--- src/inc/aau_pkg.sv ---
/*
 * Shared types and constants of the accumulator arithmetic unit:
 * instruction and addressing encodings, request and memory carriers,
 * reset values, cycle and length figures per instruction form.
 * Assumes the instruction decoder speaks these same types.
 */
package aau_pkg;

    // Operations the unit executes
    typedef enum logic [3:0] {
        OP_ADD,
        OP_ADD_WITH_CARRY,
        OP_SUBTRACT_WITH_BORROW,
        OP_INCREMENT,
        OP_DECREMENT,
        OP_INC_DATA_POINTER,
        OP_MULTIPLY,
        OP_DIVIDE,
        OP_LOAD_ACC,
        OP_LOAD_AUX,
        OP_LOAD_CARRY
    } aau_op_e;

    // Where the operand comes from
    typedef enum logic [2:0] {
        MD_ACC,
        MD_WORKING_REG,
        MD_DIRECT,
        MD_INDIRECT,
        MD_IMMEDIATE
    } aau_mode_e;

    // One instruction handed over by the decoder
    typedef struct packed {
        aau_op_e op;
        aau_mode_e mode;
        logic [7:0] operand; // Working register value or immediate byte
        logic [7:0] addr; // Direct address, or pointer held in indirect register
    } aau_req_s;

    // Internal data memory strobes
    typedef struct packed {
        logic rd;
        logic wr;
        logic [7:0] addr;
        logic [7:0] wdata;
    } aau_mem_s;

    // Reset values
    localparam logic [7:0] ACC_RST = 8'h00;
    localparam logic [7:0] AUX_RST = 8'h00;
    localparam logic [15:0] DP_RST = 16'h0000;
    localparam logic CARRY_RST = 1'b0;

    // Cycle counts per instruction form
    localparam logic [2:0] CYC_REG_ARITH = 3'h1;
    localparam logic [2:0] CYC_MEM_ARITH = 3'h2;
    localparam logic [2:0] CYC_ACC_STEP = 3'h1;
    localparam logic [2:0] CYC_REG_STEP = 3'h2;
    localparam logic [2:0] CYC_MEM_STEP = 3'h3;
    localparam logic [2:0] CYC_DP_STEP = 3'h1;
    localparam logic [2:0] CYC_MULTIPLY = 3'h2;
    localparam logic [2:0] CYC_DIVIDE = 3'h6;
    localparam logic [2:0] CYC_LOAD = 3'h1;
    // Cycle in which a memory step writes back (count still to run)
    localparam logic [2:0] CNT_STEP_WRITE = 3'h2;
    localparam logic [2:0] CNT_LAST = 3'h1;

    // Instruction lengths in bytes
    localparam logic [1:0] LEN_ONE = 2'h1;
    localparam logic [1:0] LEN_TWO = 2'h2;

    // True when the operand is fetched from data memory
    function automatic logic aau_uses_mem(input aau_mode_e mode);
        aau_uses_mem = (mode == MD_DIRECT) || (mode == MD_INDIRECT);
    endfunction

    // Execution time of an instruction form
    function automatic logic [2:0] aau_cycles(input aau_op_e op, input aau_mode_e mode);
        logic mem;
        mem = aau_uses_mem(mode);
        case (op)
            OP_ADD, OP_ADD_WITH_CARRY, OP_SUBTRACT_WITH_BORROW: begin
                aau_cycles = (mem || mode == MD_IMMEDIATE) ? CYC_MEM_ARITH : CYC_REG_ARITH;
            end
            OP_INCREMENT, OP_DECREMENT: begin
                aau_cycles = mem ? CYC_MEM_STEP :
                             (mode == MD_WORKING_REG) ? CYC_REG_STEP : CYC_ACC_STEP;
            end
            OP_INC_DATA_POINTER: aau_cycles = CYC_DP_STEP;
            OP_MULTIPLY: aau_cycles = CYC_MULTIPLY;
            OP_DIVIDE: aau_cycles = CYC_DIVIDE;
            default: aau_cycles = CYC_LOAD;
        endcase
    endfunction

    // Encoded length of an instruction form
    function automatic logic [1:0] aau_bytes(input aau_op_e op, input aau_mode_e mode);
        case (op)
            OP_ADD, OP_ADD_WITH_CARRY, OP_SUBTRACT_WITH_BORROW, OP_INCREMENT,
            OP_DECREMENT, OP_LOAD_ACC, OP_LOAD_AUX: begin
                aau_bytes = (mode == MD_DIRECT || mode == MD_IMMEDIATE) ? LEN_TWO : LEN_ONE;
            end
            default: aau_bytes = LEN_ONE;
        endcase
    endfunction

endpackage

--- src/logic/aau_divider.sv ---
/*
 * Unsigned 8-by-8 restoring divider, purely combinational.
 * Assumes the caller holds its inputs steady and samples the answer
 * only after the full divide time has elapsed.
 */
`timescale 1ns/1ns
`default_nettype none

module aau_divider (
    input wire logic [7:0] dividend,
    input wire logic [7:0] divisor,
    output logic [7:0] quotient,
    output logic [7:0] remainder,
    output logic div_zero
);

    // One restoring step per quotient bit, most significant first
    always_comb begin
        logic [8:0] part;
        part = 9'h000;
        quotient = 8'h00;
        for (int i = 7; i >= 0; i--) begin
            part = {part[7:0], dividend[i]};
            if (part >= {1'b0, divisor}) begin
                part = part - {1'b0, divisor};
                quotient[i] = 1'b1;
            end
        end
        remainder = part[7:0];
        div_zero = (divisor == 8'h00);
    end

endmodule

`default_nettype wire

--- src/logic/aau_core.sv ---
/*
 * Arithmetic datapath of an 8-bit accumulator core: add, add with carry,
 * subtract with borrow, increment, decrement, data pointer increment,
 * multiply and divide, each held for its fixed number of cycles.
 * Assumes the decoder supplies working register values and indirect
 * pointers in the request, and that data memory reads answer in the
 * same cycle as the read strobe.
 */
// Notes on behaviour
// - Register, direct, indirect, immediate operands for add, add with carry and subtract with borrow
// - Add: 1/1 reg, 2/2 direct, 1/2 indirect, 2/2 immediate
// - Add with carry adds carry, same timing
// - Subtract with borrow, same timing as add
// - Step: acc 1, reg 2, memory 3; pointer 1
// - Multiply accumulator by auxiliary register, 2 cycles
// - Divide accumulator by auxiliary register, 6 cycles
`timescale 1ns/1ns
`default_nettype none

module aau_core (
    input wire logic clk_sys,
    input wire logic rst,
    input wire logic req_valid,
    input wire aau_pkg::aau_req_s req,
    output logic req_ready,
    output logic done,
    output logic [1:0] done_len,
    output logic [7:0] acc,
    output logic [7:0] aux_b,
    output logic carry,
    output logic overflow,
    output logic [15:0] data_pointer,
    output logic wb_valid,
    output logic [7:0] wb_data,
    output aau_pkg::aau_mem_s mem,
    input wire logic [7:0] mem_rdata
);

    // Sequencer states
    typedef enum logic {
        ST_IDLE,
        ST_RUN
    } aau_state_e;

    aau_state_e state_reg; // Idle or holding a multi-cycle instruction
    logic [2:0] cnt_reg; // Cycles left, last one is CNT_LAST
    logic ready_reg; // Request port open
    aau_pkg::aau_req_s held_reg; // Instruction in flight
    logic [7:0] acc_reg; // Accumulator
    logic [7:0] aux_reg; // Auxiliary operand register
    logic carry_reg; // Carry flag
    logic ov_reg; // Overflow flag
    logic [15:0] dp_reg; // Data pointer
    logic done_reg; // Completion pulse
    logic [1:0] len_reg; // Length of completed instruction
    logic wb_valid_reg; // Working register write-back pulse
    logic [7:0] wb_data_reg; // Write-back value
    aau_pkg::aau_mem_s mem_reg; // Memory strobes

    logic accept; // Request taken this edge
    logic [2:0] req_cyc; // Execution time of the offered request
    logic fire; // Final edge of the current instruction
    aau_pkg::aau_req_s cur; // Instruction being worked on
    logic [7:0] opnd; // Selected operand
    logic [7:0] step_val; // Operand plus or minus one
    logic [8:0] sum9; // Add result with carry out
    logic [8:0] diff9; // Subtract result with borrow out
    logic [15:0] prod; // Multiply result
    logic [7:0] quot; // Divide quotient
    logic [7:0] rem; // Divide remainder
    logic div_zero; // Divisor is zero

    // Request handshake; single-cycle forms retire on the accepting edge
    assign accept = req_valid && ready_reg;
    assign req_cyc = aau_pkg::aau_cycles(req.op, req.mode);
    assign cur = (state_reg == ST_RUN) ? held_reg : req;
    assign fire = (accept && req_cyc == aau_pkg::CYC_LOAD) ||
                  (state_reg == ST_RUN && cnt_reg == aau_pkg::CNT_LAST);

    // Operand selection by addressing form
    always_comb begin
        if (aau_pkg::aau_uses_mem(cur.mode)) begin
            opnd = mem_rdata;
        end else if (cur.mode == aau_pkg::MD_ACC) begin
            opnd = acc_reg;
        end else begin
            opnd = cur.operand;
        end
    end

    // Arithmetic results; the carry term only joins for the carry forms
    always_comb begin
        step_val = (cur.op == aau_pkg::OP_INCREMENT) ? opnd + 8'h01 : opnd - 8'h01;
        sum9 = {1'b0, acc_reg} + {1'b0, opnd} +
               {8'h00, carry_reg && cur.op == aau_pkg::OP_ADD_WITH_CARRY};
        diff9 = {1'b0, acc_reg} - {1'b0, opnd} - {8'h00, carry_reg};
        // Widened first so the full 16-bit product is kept
        prod = {8'h00, acc_reg} * {8'h00, aux_reg};
    end

    // Divider settles long before the sixth cycle samples it
    aau_divider u_divider (
        .dividend(acc_reg),
        .divisor(aux_reg),
        .quotient(quot),
        .remainder(rem),
        .div_zero(div_zero)
    );

    // Sequencer: holds multi-cycle forms for their exact count
    always_ff @(posedge clk_sys or posedge rst) begin
        if (rst) begin
            state_reg <= ST_IDLE;
            cnt_reg <= 3'h0;
            ready_reg <= 1'b1;
            held_reg <= '0;
        end else begin
            case (state_reg)
                ST_IDLE: begin
                    // Longer forms close the port until their last edge
                    if (accept && req_cyc != aau_pkg::CYC_LOAD) begin
                        state_reg <= ST_RUN;
                        cnt_reg <= req_cyc - 3'h1;
                        ready_reg <= 1'b0;
                        held_reg <= req;
                    end
                end
                ST_RUN: begin
                    cnt_reg <= cnt_reg - 3'h1;
                    // Reopen on the final edge so the next one follows at once
                    if (cnt_reg == aau_pkg::CNT_LAST) begin
                        state_reg <= ST_IDLE;
                        ready_reg <= 1'b1;
                    end
                end
                default: begin
                    state_reg <= ST_IDLE;
                    ready_reg <= 1'b1;
                end
            endcase
        end
    end

    // Accumulator, auxiliary register and flags, written on the final edge
    always_ff @(posedge clk_sys or posedge rst) begin
        if (rst) begin
            acc_reg <= aau_pkg::ACC_RST;
            aux_reg <= aau_pkg::AUX_RST;
            carry_reg <= aau_pkg::CARRY_RST;
            ov_reg <= 1'b0;
        end else if (fire) begin
            case (cur.op)
                aau_pkg::OP_ADD, aau_pkg::OP_ADD_WITH_CARRY: begin
                    acc_reg <= sum9[7:0];
                    carry_reg <= sum9[8];
                    ov_reg <= (acc_reg[7] == opnd[7]) && (sum9[7] != acc_reg[7]);
                end
                aau_pkg::OP_SUBTRACT_WITH_BORROW: begin
                    acc_reg <= diff9[7:0];
                    carry_reg <= diff9[8];
                    ov_reg <= (acc_reg[7] != opnd[7]) && (diff9[7] != acc_reg[7]);
                end
                aau_pkg::OP_INCREMENT, aau_pkg::OP_DECREMENT: begin
                    // Every step form lands here, only the accumulator form writes acc; flags untouched
                    if (cur.mode == aau_pkg::MD_ACC) begin
                        acc_reg <= step_val;
                    end
                end
                aau_pkg::OP_MULTIPLY: begin
                    // Low byte to accumulator, high byte to auxiliary
                    acc_reg <= prod[7:0];
                    aux_reg <= prod[15:8];
                    carry_reg <= 1'b0;
                    ov_reg <= |prod[15:8];
                end
                aau_pkg::OP_DIVIDE: begin
                    carry_reg <= 1'b0;
                    // Zero divisor leaves both registers as they were
                    if (div_zero) begin
                        ov_reg <= 1'b1;
                    end else begin
                        acc_reg <= quot;
                        aux_reg <= rem;
                        ov_reg <= 1'b0;
                    end
                end
                aau_pkg::OP_LOAD_ACC: begin
                    acc_reg <= opnd;
                end
                aau_pkg::OP_LOAD_AUX: begin
                    aux_reg <= opnd;
                end
                aau_pkg::OP_LOAD_CARRY: begin
                    carry_reg <= cur.operand[0];
                end
                default: begin
                    acc_reg <= acc_reg;
                end
            endcase
        end
    end

    // Data pointer, 16-bit wrap
    always_ff @(posedge clk_sys or posedge rst) begin
        if (rst) begin
            dp_reg <= aau_pkg::DP_RST;
        end else if (fire && cur.op == aau_pkg::OP_INC_DATA_POINTER) begin
            dp_reg <= dp_reg + 16'h0001;
        end
    end

    // Working register write-back, owned by the decoder's register bank
    always_ff @(posedge clk_sys or posedge rst) begin
        if (rst) begin
            wb_valid_reg <= 1'b0;
            wb_data_reg <= 8'h00;
        end else begin
            wb_valid_reg <= fire && cur.mode == aau_pkg::MD_WORKING_REG &&
                            (cur.op == aau_pkg::OP_INCREMENT ||
                             cur.op == aau_pkg::OP_DECREMENT);
            if (fire) begin
                wb_data_reg <= step_val;
            end
        end
    end

    // Data memory strobes: read in the first cycle, step write in the second
    always_ff @(posedge clk_sys or posedge rst) begin
        if (rst) begin
            mem_reg <= '0;
        end else begin
            mem_reg.rd <= accept && aau_pkg::aau_uses_mem(req.mode) &&
                          req.op != aau_pkg::OP_INC_DATA_POINTER &&
                          req.op != aau_pkg::OP_MULTIPLY &&
                          req.op != aau_pkg::OP_DIVIDE;
            if (accept) begin
                mem_reg.addr <= req.addr;
            end
            // Memory step: write back the adjusted byte, ends on last edge
            mem_reg.wr <= state_reg == ST_RUN && cnt_reg == aau_pkg::CNT_STEP_WRITE &&
                          aau_pkg::aau_uses_mem(cur.mode) &&
                          (cur.op == aau_pkg::OP_INCREMENT ||
                           cur.op == aau_pkg::OP_DECREMENT);
            if (state_reg == ST_RUN && cnt_reg == aau_pkg::CNT_STEP_WRITE) begin
                mem_reg.wdata <= step_val;
            end
        end
    end

    // Completion pulse with the instruction length for the fetch unit
    always_ff @(posedge clk_sys or posedge rst) begin
        if (rst) begin
            done_reg <= 1'b0;
            len_reg <= 2'h0;
        end else begin
            done_reg <= fire;
            if (fire) begin
                len_reg <= aau_pkg::aau_bytes(cur.op, cur.mode);
            end
        end
    end

    // Outputs straight from flip-flops
    assign req_ready = ready_reg;
    assign done = done_reg;
    assign done_len = len_reg;
    assign acc = acc_reg;
    assign aux_b = aux_reg;
    assign carry = carry_reg;
    assign overflow = ov_reg;
    assign data_pointer = dp_reg;
    assign wb_valid = wb_valid_reg;
    assign wb_data = wb_data_reg;
    assign mem = mem_reg;

endmodule

`default_nettype wire

--- config.mk ---
export PLATFORM = sky130hd
export DESIGN_NAME = aau_core
export DESIGN_NICKNAME = d
export VERILOG_FILES = /design/src/inc/aau_pkg.sv /design/src/logic/aau_divider.sv /design/src/logic/aau_core.sv
export SDC_FILE = /design/constraint.sdc
export NUM_CORES = 1
export LEC_CHECK = 0
export BUFFER_PORTS_ARGS = -buffer_cell sky130_fd_sc_hd__buf_2
export CELL_PAD_IN_SITES_DETAIL_PLACEMENT = 0
export CELL_PAD_IN_SITES_GLOBAL_PLACEMENT = 1
export CORE_MARGIN = 1.5
export CORE_UTILIZATION = 40
export DETAILED_ROUTE_END_ITERATION = 16
export GPL_TIMING_DRIVEN = 0
export PLACE_DENSITY_LB_ADDON = 0.08
export SETUP_SLACK_MARGIN = 0.02
export SYNTH_ARGS = -nofsm -noshare
export SYNTH_HDL_FRONTEND = slang
export SYNTH_SLANG_ARGS = --single-unit
--- constraint.sdc ---
create_clock -name clk_sys -period 17.87 [get_ports clk_sys]
set_input_delay 0.8935 -clock clk_sys [delete_from_list [all_inputs] [get_ports clk_sys]]
set_output_delay 0.8935 -clock clk_sys [all_outputs]
set_load 0.05 [all_outputs]
==> results.py <==
metrics = {
    "status": {
        "status": "completed",
    },
    "floorplanning": {
        "dieHeight_um": 165.8,
        "start_util_pct": 40.69,
        "die_x_um": 165.8,
        "rows": 59,
        "die_area_um2": 27500,
        "io_pins": 99,
        "coreArea_um2": 26060,
    },
    "detailed_routing": {
        "initialDrtViolationCount": 478,
        "dr.pass1.iters": 5,
        "viasPerCell": 5.439,
        "vias": 9203,
        "routed_wl_um": 31760,
        "ant_nets": 0,
        "wl_per_cell_um": 18.77,
        "drc": 0,
    },
    "clocking": {
        "cts_buffer_depth": 2,
        "cts_sinks": 84,
        "root_buffer": "clkbuf_16",
        "cts_buffers": 9,
        "clk_pin_slew_ps": 70,
        "holdBufCountCts": 0,
        "clk_latency_ps": 350,
        "htreeDepth": 3,
        "cts_tree": "done",
    },
    "critical_path": {
        "critPathLaunch": "acc[7]$_DFFE_PP0P_",
        "cp_max_fo": 10,
        "end_kind": "flip-flop",
        "cpMaxStageDelayCell": "dfrtp_1",
        "path_class": "flip-flop to flip-flop",
        "arrival_ps": 16850,
        "cpPeakStageDelay_ps": 470,
        "rr_startpoint": "acc[7]$_DFFE_PP0P_",
        "cp.required_ps": 18100,
        "crit_path_start_kind": "flip-flop",
        "crit_top_cell": "ha_1",
    },
    "final_layout": {
        "drive_gt1_share_pct": 17.17,
        "postLayoutCoreUtil_pct": 46.15,
        "final_area_um2": 12030,
        "largest_reg_flops": 18,
        "area_growth_pct": 13.40,
        "nets": 1569,
        "final_common_cell": "ha_1",
        "num_antenna_cells": 0,
        "mostFrequentLayoutCells": "135 x ha_1, 111 x nor2_1, 110 x inv_1",
    },
    "timing": {
        "slew_viol_final": 0,
        "hold_viol": 0,
        "fmax_mhz": 60.17,
        "period_needed_ps": 16620,
        "hold-worst-slack_ps": 456.1,
        "rsz0062_at_grt": "no",
        "setup_viol": 0,
        "timing.final.crit_share_pct": 93.00,
        "fin_skew_ps": 15.53,
        "tightest_slew_ps": 1156,
        "slew_headroom_pct": 22.59,
    },
    "place": {
        "io_buffer_count": 94,
        "post-dp-hpwl_um": 25070,
        "place.gp.congestion": 0.8611,
        "placed_area_um2": 11540,
    },
    "global_routing": {
        "overflow": 0,
        "grt_first_pass_wirelength_um": 51680,
        "antenna_found_initial": 0,
        "grt_pass1_vias": 9143,
        "grtUsageTotal_pct": 23.59,
        "grt_max_degree": 62,
    },
    "hold_path": {
        "hold_path_startpoint": "wb_data[5]$_DFFE_PP0P_",
        "min_path_type": "flip-flop to flip-flop",
    },
    "synthesis": {
        "syn_nets": 1446,
        "synthFlopType": "dfrtp_1",
        "yosysWarningCount": 0,
        "yosysUniqueCellTypes": 76,
        "synth_cells": 1229,
        "seq_area_frac_synth_pct": 19.83,
        "syn_avg_cell_area_um2": 8.628,
        "synthesis.area_um2": 10600,
        "ys_async_sr_fraction_pct": 100.0,
        "synth_edf_count": 0,
        "ys_ff_latch": 84,
    },
    "flow_run": {
        "cap_viol_max_count": 0,
    },
}
==> worst max-delay path: cells and delay by family, from the launching register on <==
family                     cells  cell delay [ps]
buffers and inverters         12             1850
DFF                            1              470
muxes                          4             1220
AOI/OAI and AO/OA             38             7370
adders and majority gates      9             2450
and+or+nand+nor               18             3140
==> kinds of logic (layout without fill, tap and decap cells) <==
group           Yosys count  count (layout)  synth area share, %
buf+inv                 150             278                5.593
fa+ha+maj               183             183                24.99
mux                      88              88                9.074
flops                    84              84                19.83
xor+xnor                 85              85                7.021
compound gates          266             266                16.41
simple gates            373             373                17.07
==> metrics by stage <==
stage          std cells  TNS [ps]  setup slack (ps)
4_1_cts             1678         0             150.2
5_1_grt             1692         0             32.14
6_report            1692         0              1251
3_5_place_dp        1660    -15560             -1823
2_1_floorplan       1229         0              1713
3_3_place_gp        1658    -15090             -1768
==> timing repair <==
item / 4_1_cts / 5_1_grt
buffers inserted: 2 / 12
setup endpoints to repair: 9 / 9
endpoints found under the hold margin: 0 / 0
pin swaps: 1 / 5
gates resized for setup: 12 / 22
==> layer usage <==
metal | wire length (um) | GRT usage, % | up-vias
met3 | 834 | 2.073 | 20
met4 | 385 | 4.113 | 0
met2 | 14890 | 39.04 | 170
met5 | 0 | 0 | -
li1 | - | - | 4594
met1 | 15650 | 33.84 | 4419
==> final cells by class <==
class / count / area (um^2)
fill: 2681 / 14030
inverter: 114 / 432.9
sequential: 84 / 2108
multi-input combinational: 995 / 8003
buffer: 36 / 172.7
tap: 335 / 419.2
timing repair buffer: 112 / 620.6
clock inverter: 6 / 40.04
clock buffer: 10 / 229.0
==> final timing paths <==
kind | to | slack [ps] | cells past startpoint
max | aux_b[5]$_DFFE_PP0P_ | 1250 | 81
min | wb_data[5]$_DFFE_PP0P_ | 460 | 2
max reg2reg | aux_b[5]$_DFFE_PP0P_ | 1250 | 81
min reg2reg | wb_data[5]$_DFFE_PP0P_ | 460 | 2
max in group asynchronous | aux_b[1]$_DFFE_PP0P_ | 16700 | 3
min in group asynchronous | cnt_reg[0]$_DFFE_PP0P_ | 520 | 2
==> cells in the mapped netlist (6+ instances only) <==
cell / number / area [um^2]
xor2_1: 25 / 219.0
buf_2: 6 / 30.03
mux2_2: 61 / 686.9
inv_1: 111 / 416.7
a211oi_1: 6 / 45.04
nor2b_1: 21 / 131.4
o21ai_0: 65 / 325.3
a221oi_1: 6 / 52.55
o211ai_1: 6 / 45.04
clkbuf_1: 25 / 93.84
a21oi_1: 72 / 360.4
ha_1: 135 / 1689
mux2i_1: 26 / 260.3
nor3_1: 11 / 55.05
and3_1: 9 / 56.30
nand3_1: 30 / 150.1
o21bai_1: 14 / 105.1
dfrtp_1: 83 / 2077
or3_1: 9 / 56.30
nand2b_1: 16 / 100.1
nor4_1: 9 / 56.30
xnor2_1: 60 / 525.5
and2_1: 6 / 37.54
o21a_1: 13 / 97.59
a21o_1: 18 / 135.1
nor2_1: 111 / 416.7
a31oi_1: 6 / 37.54
nand3b_1: 7 / 52.55
nand2_1: 105 / 394.1
nor3b_1: 7 / 52.55
nand4_1: 17 / 106.4
fa_1: 48 / 960.9
Power is left out: the tool's default activity adds up to more than one toggle a clock period on the data nets, which glitch-free logic cannot reach.
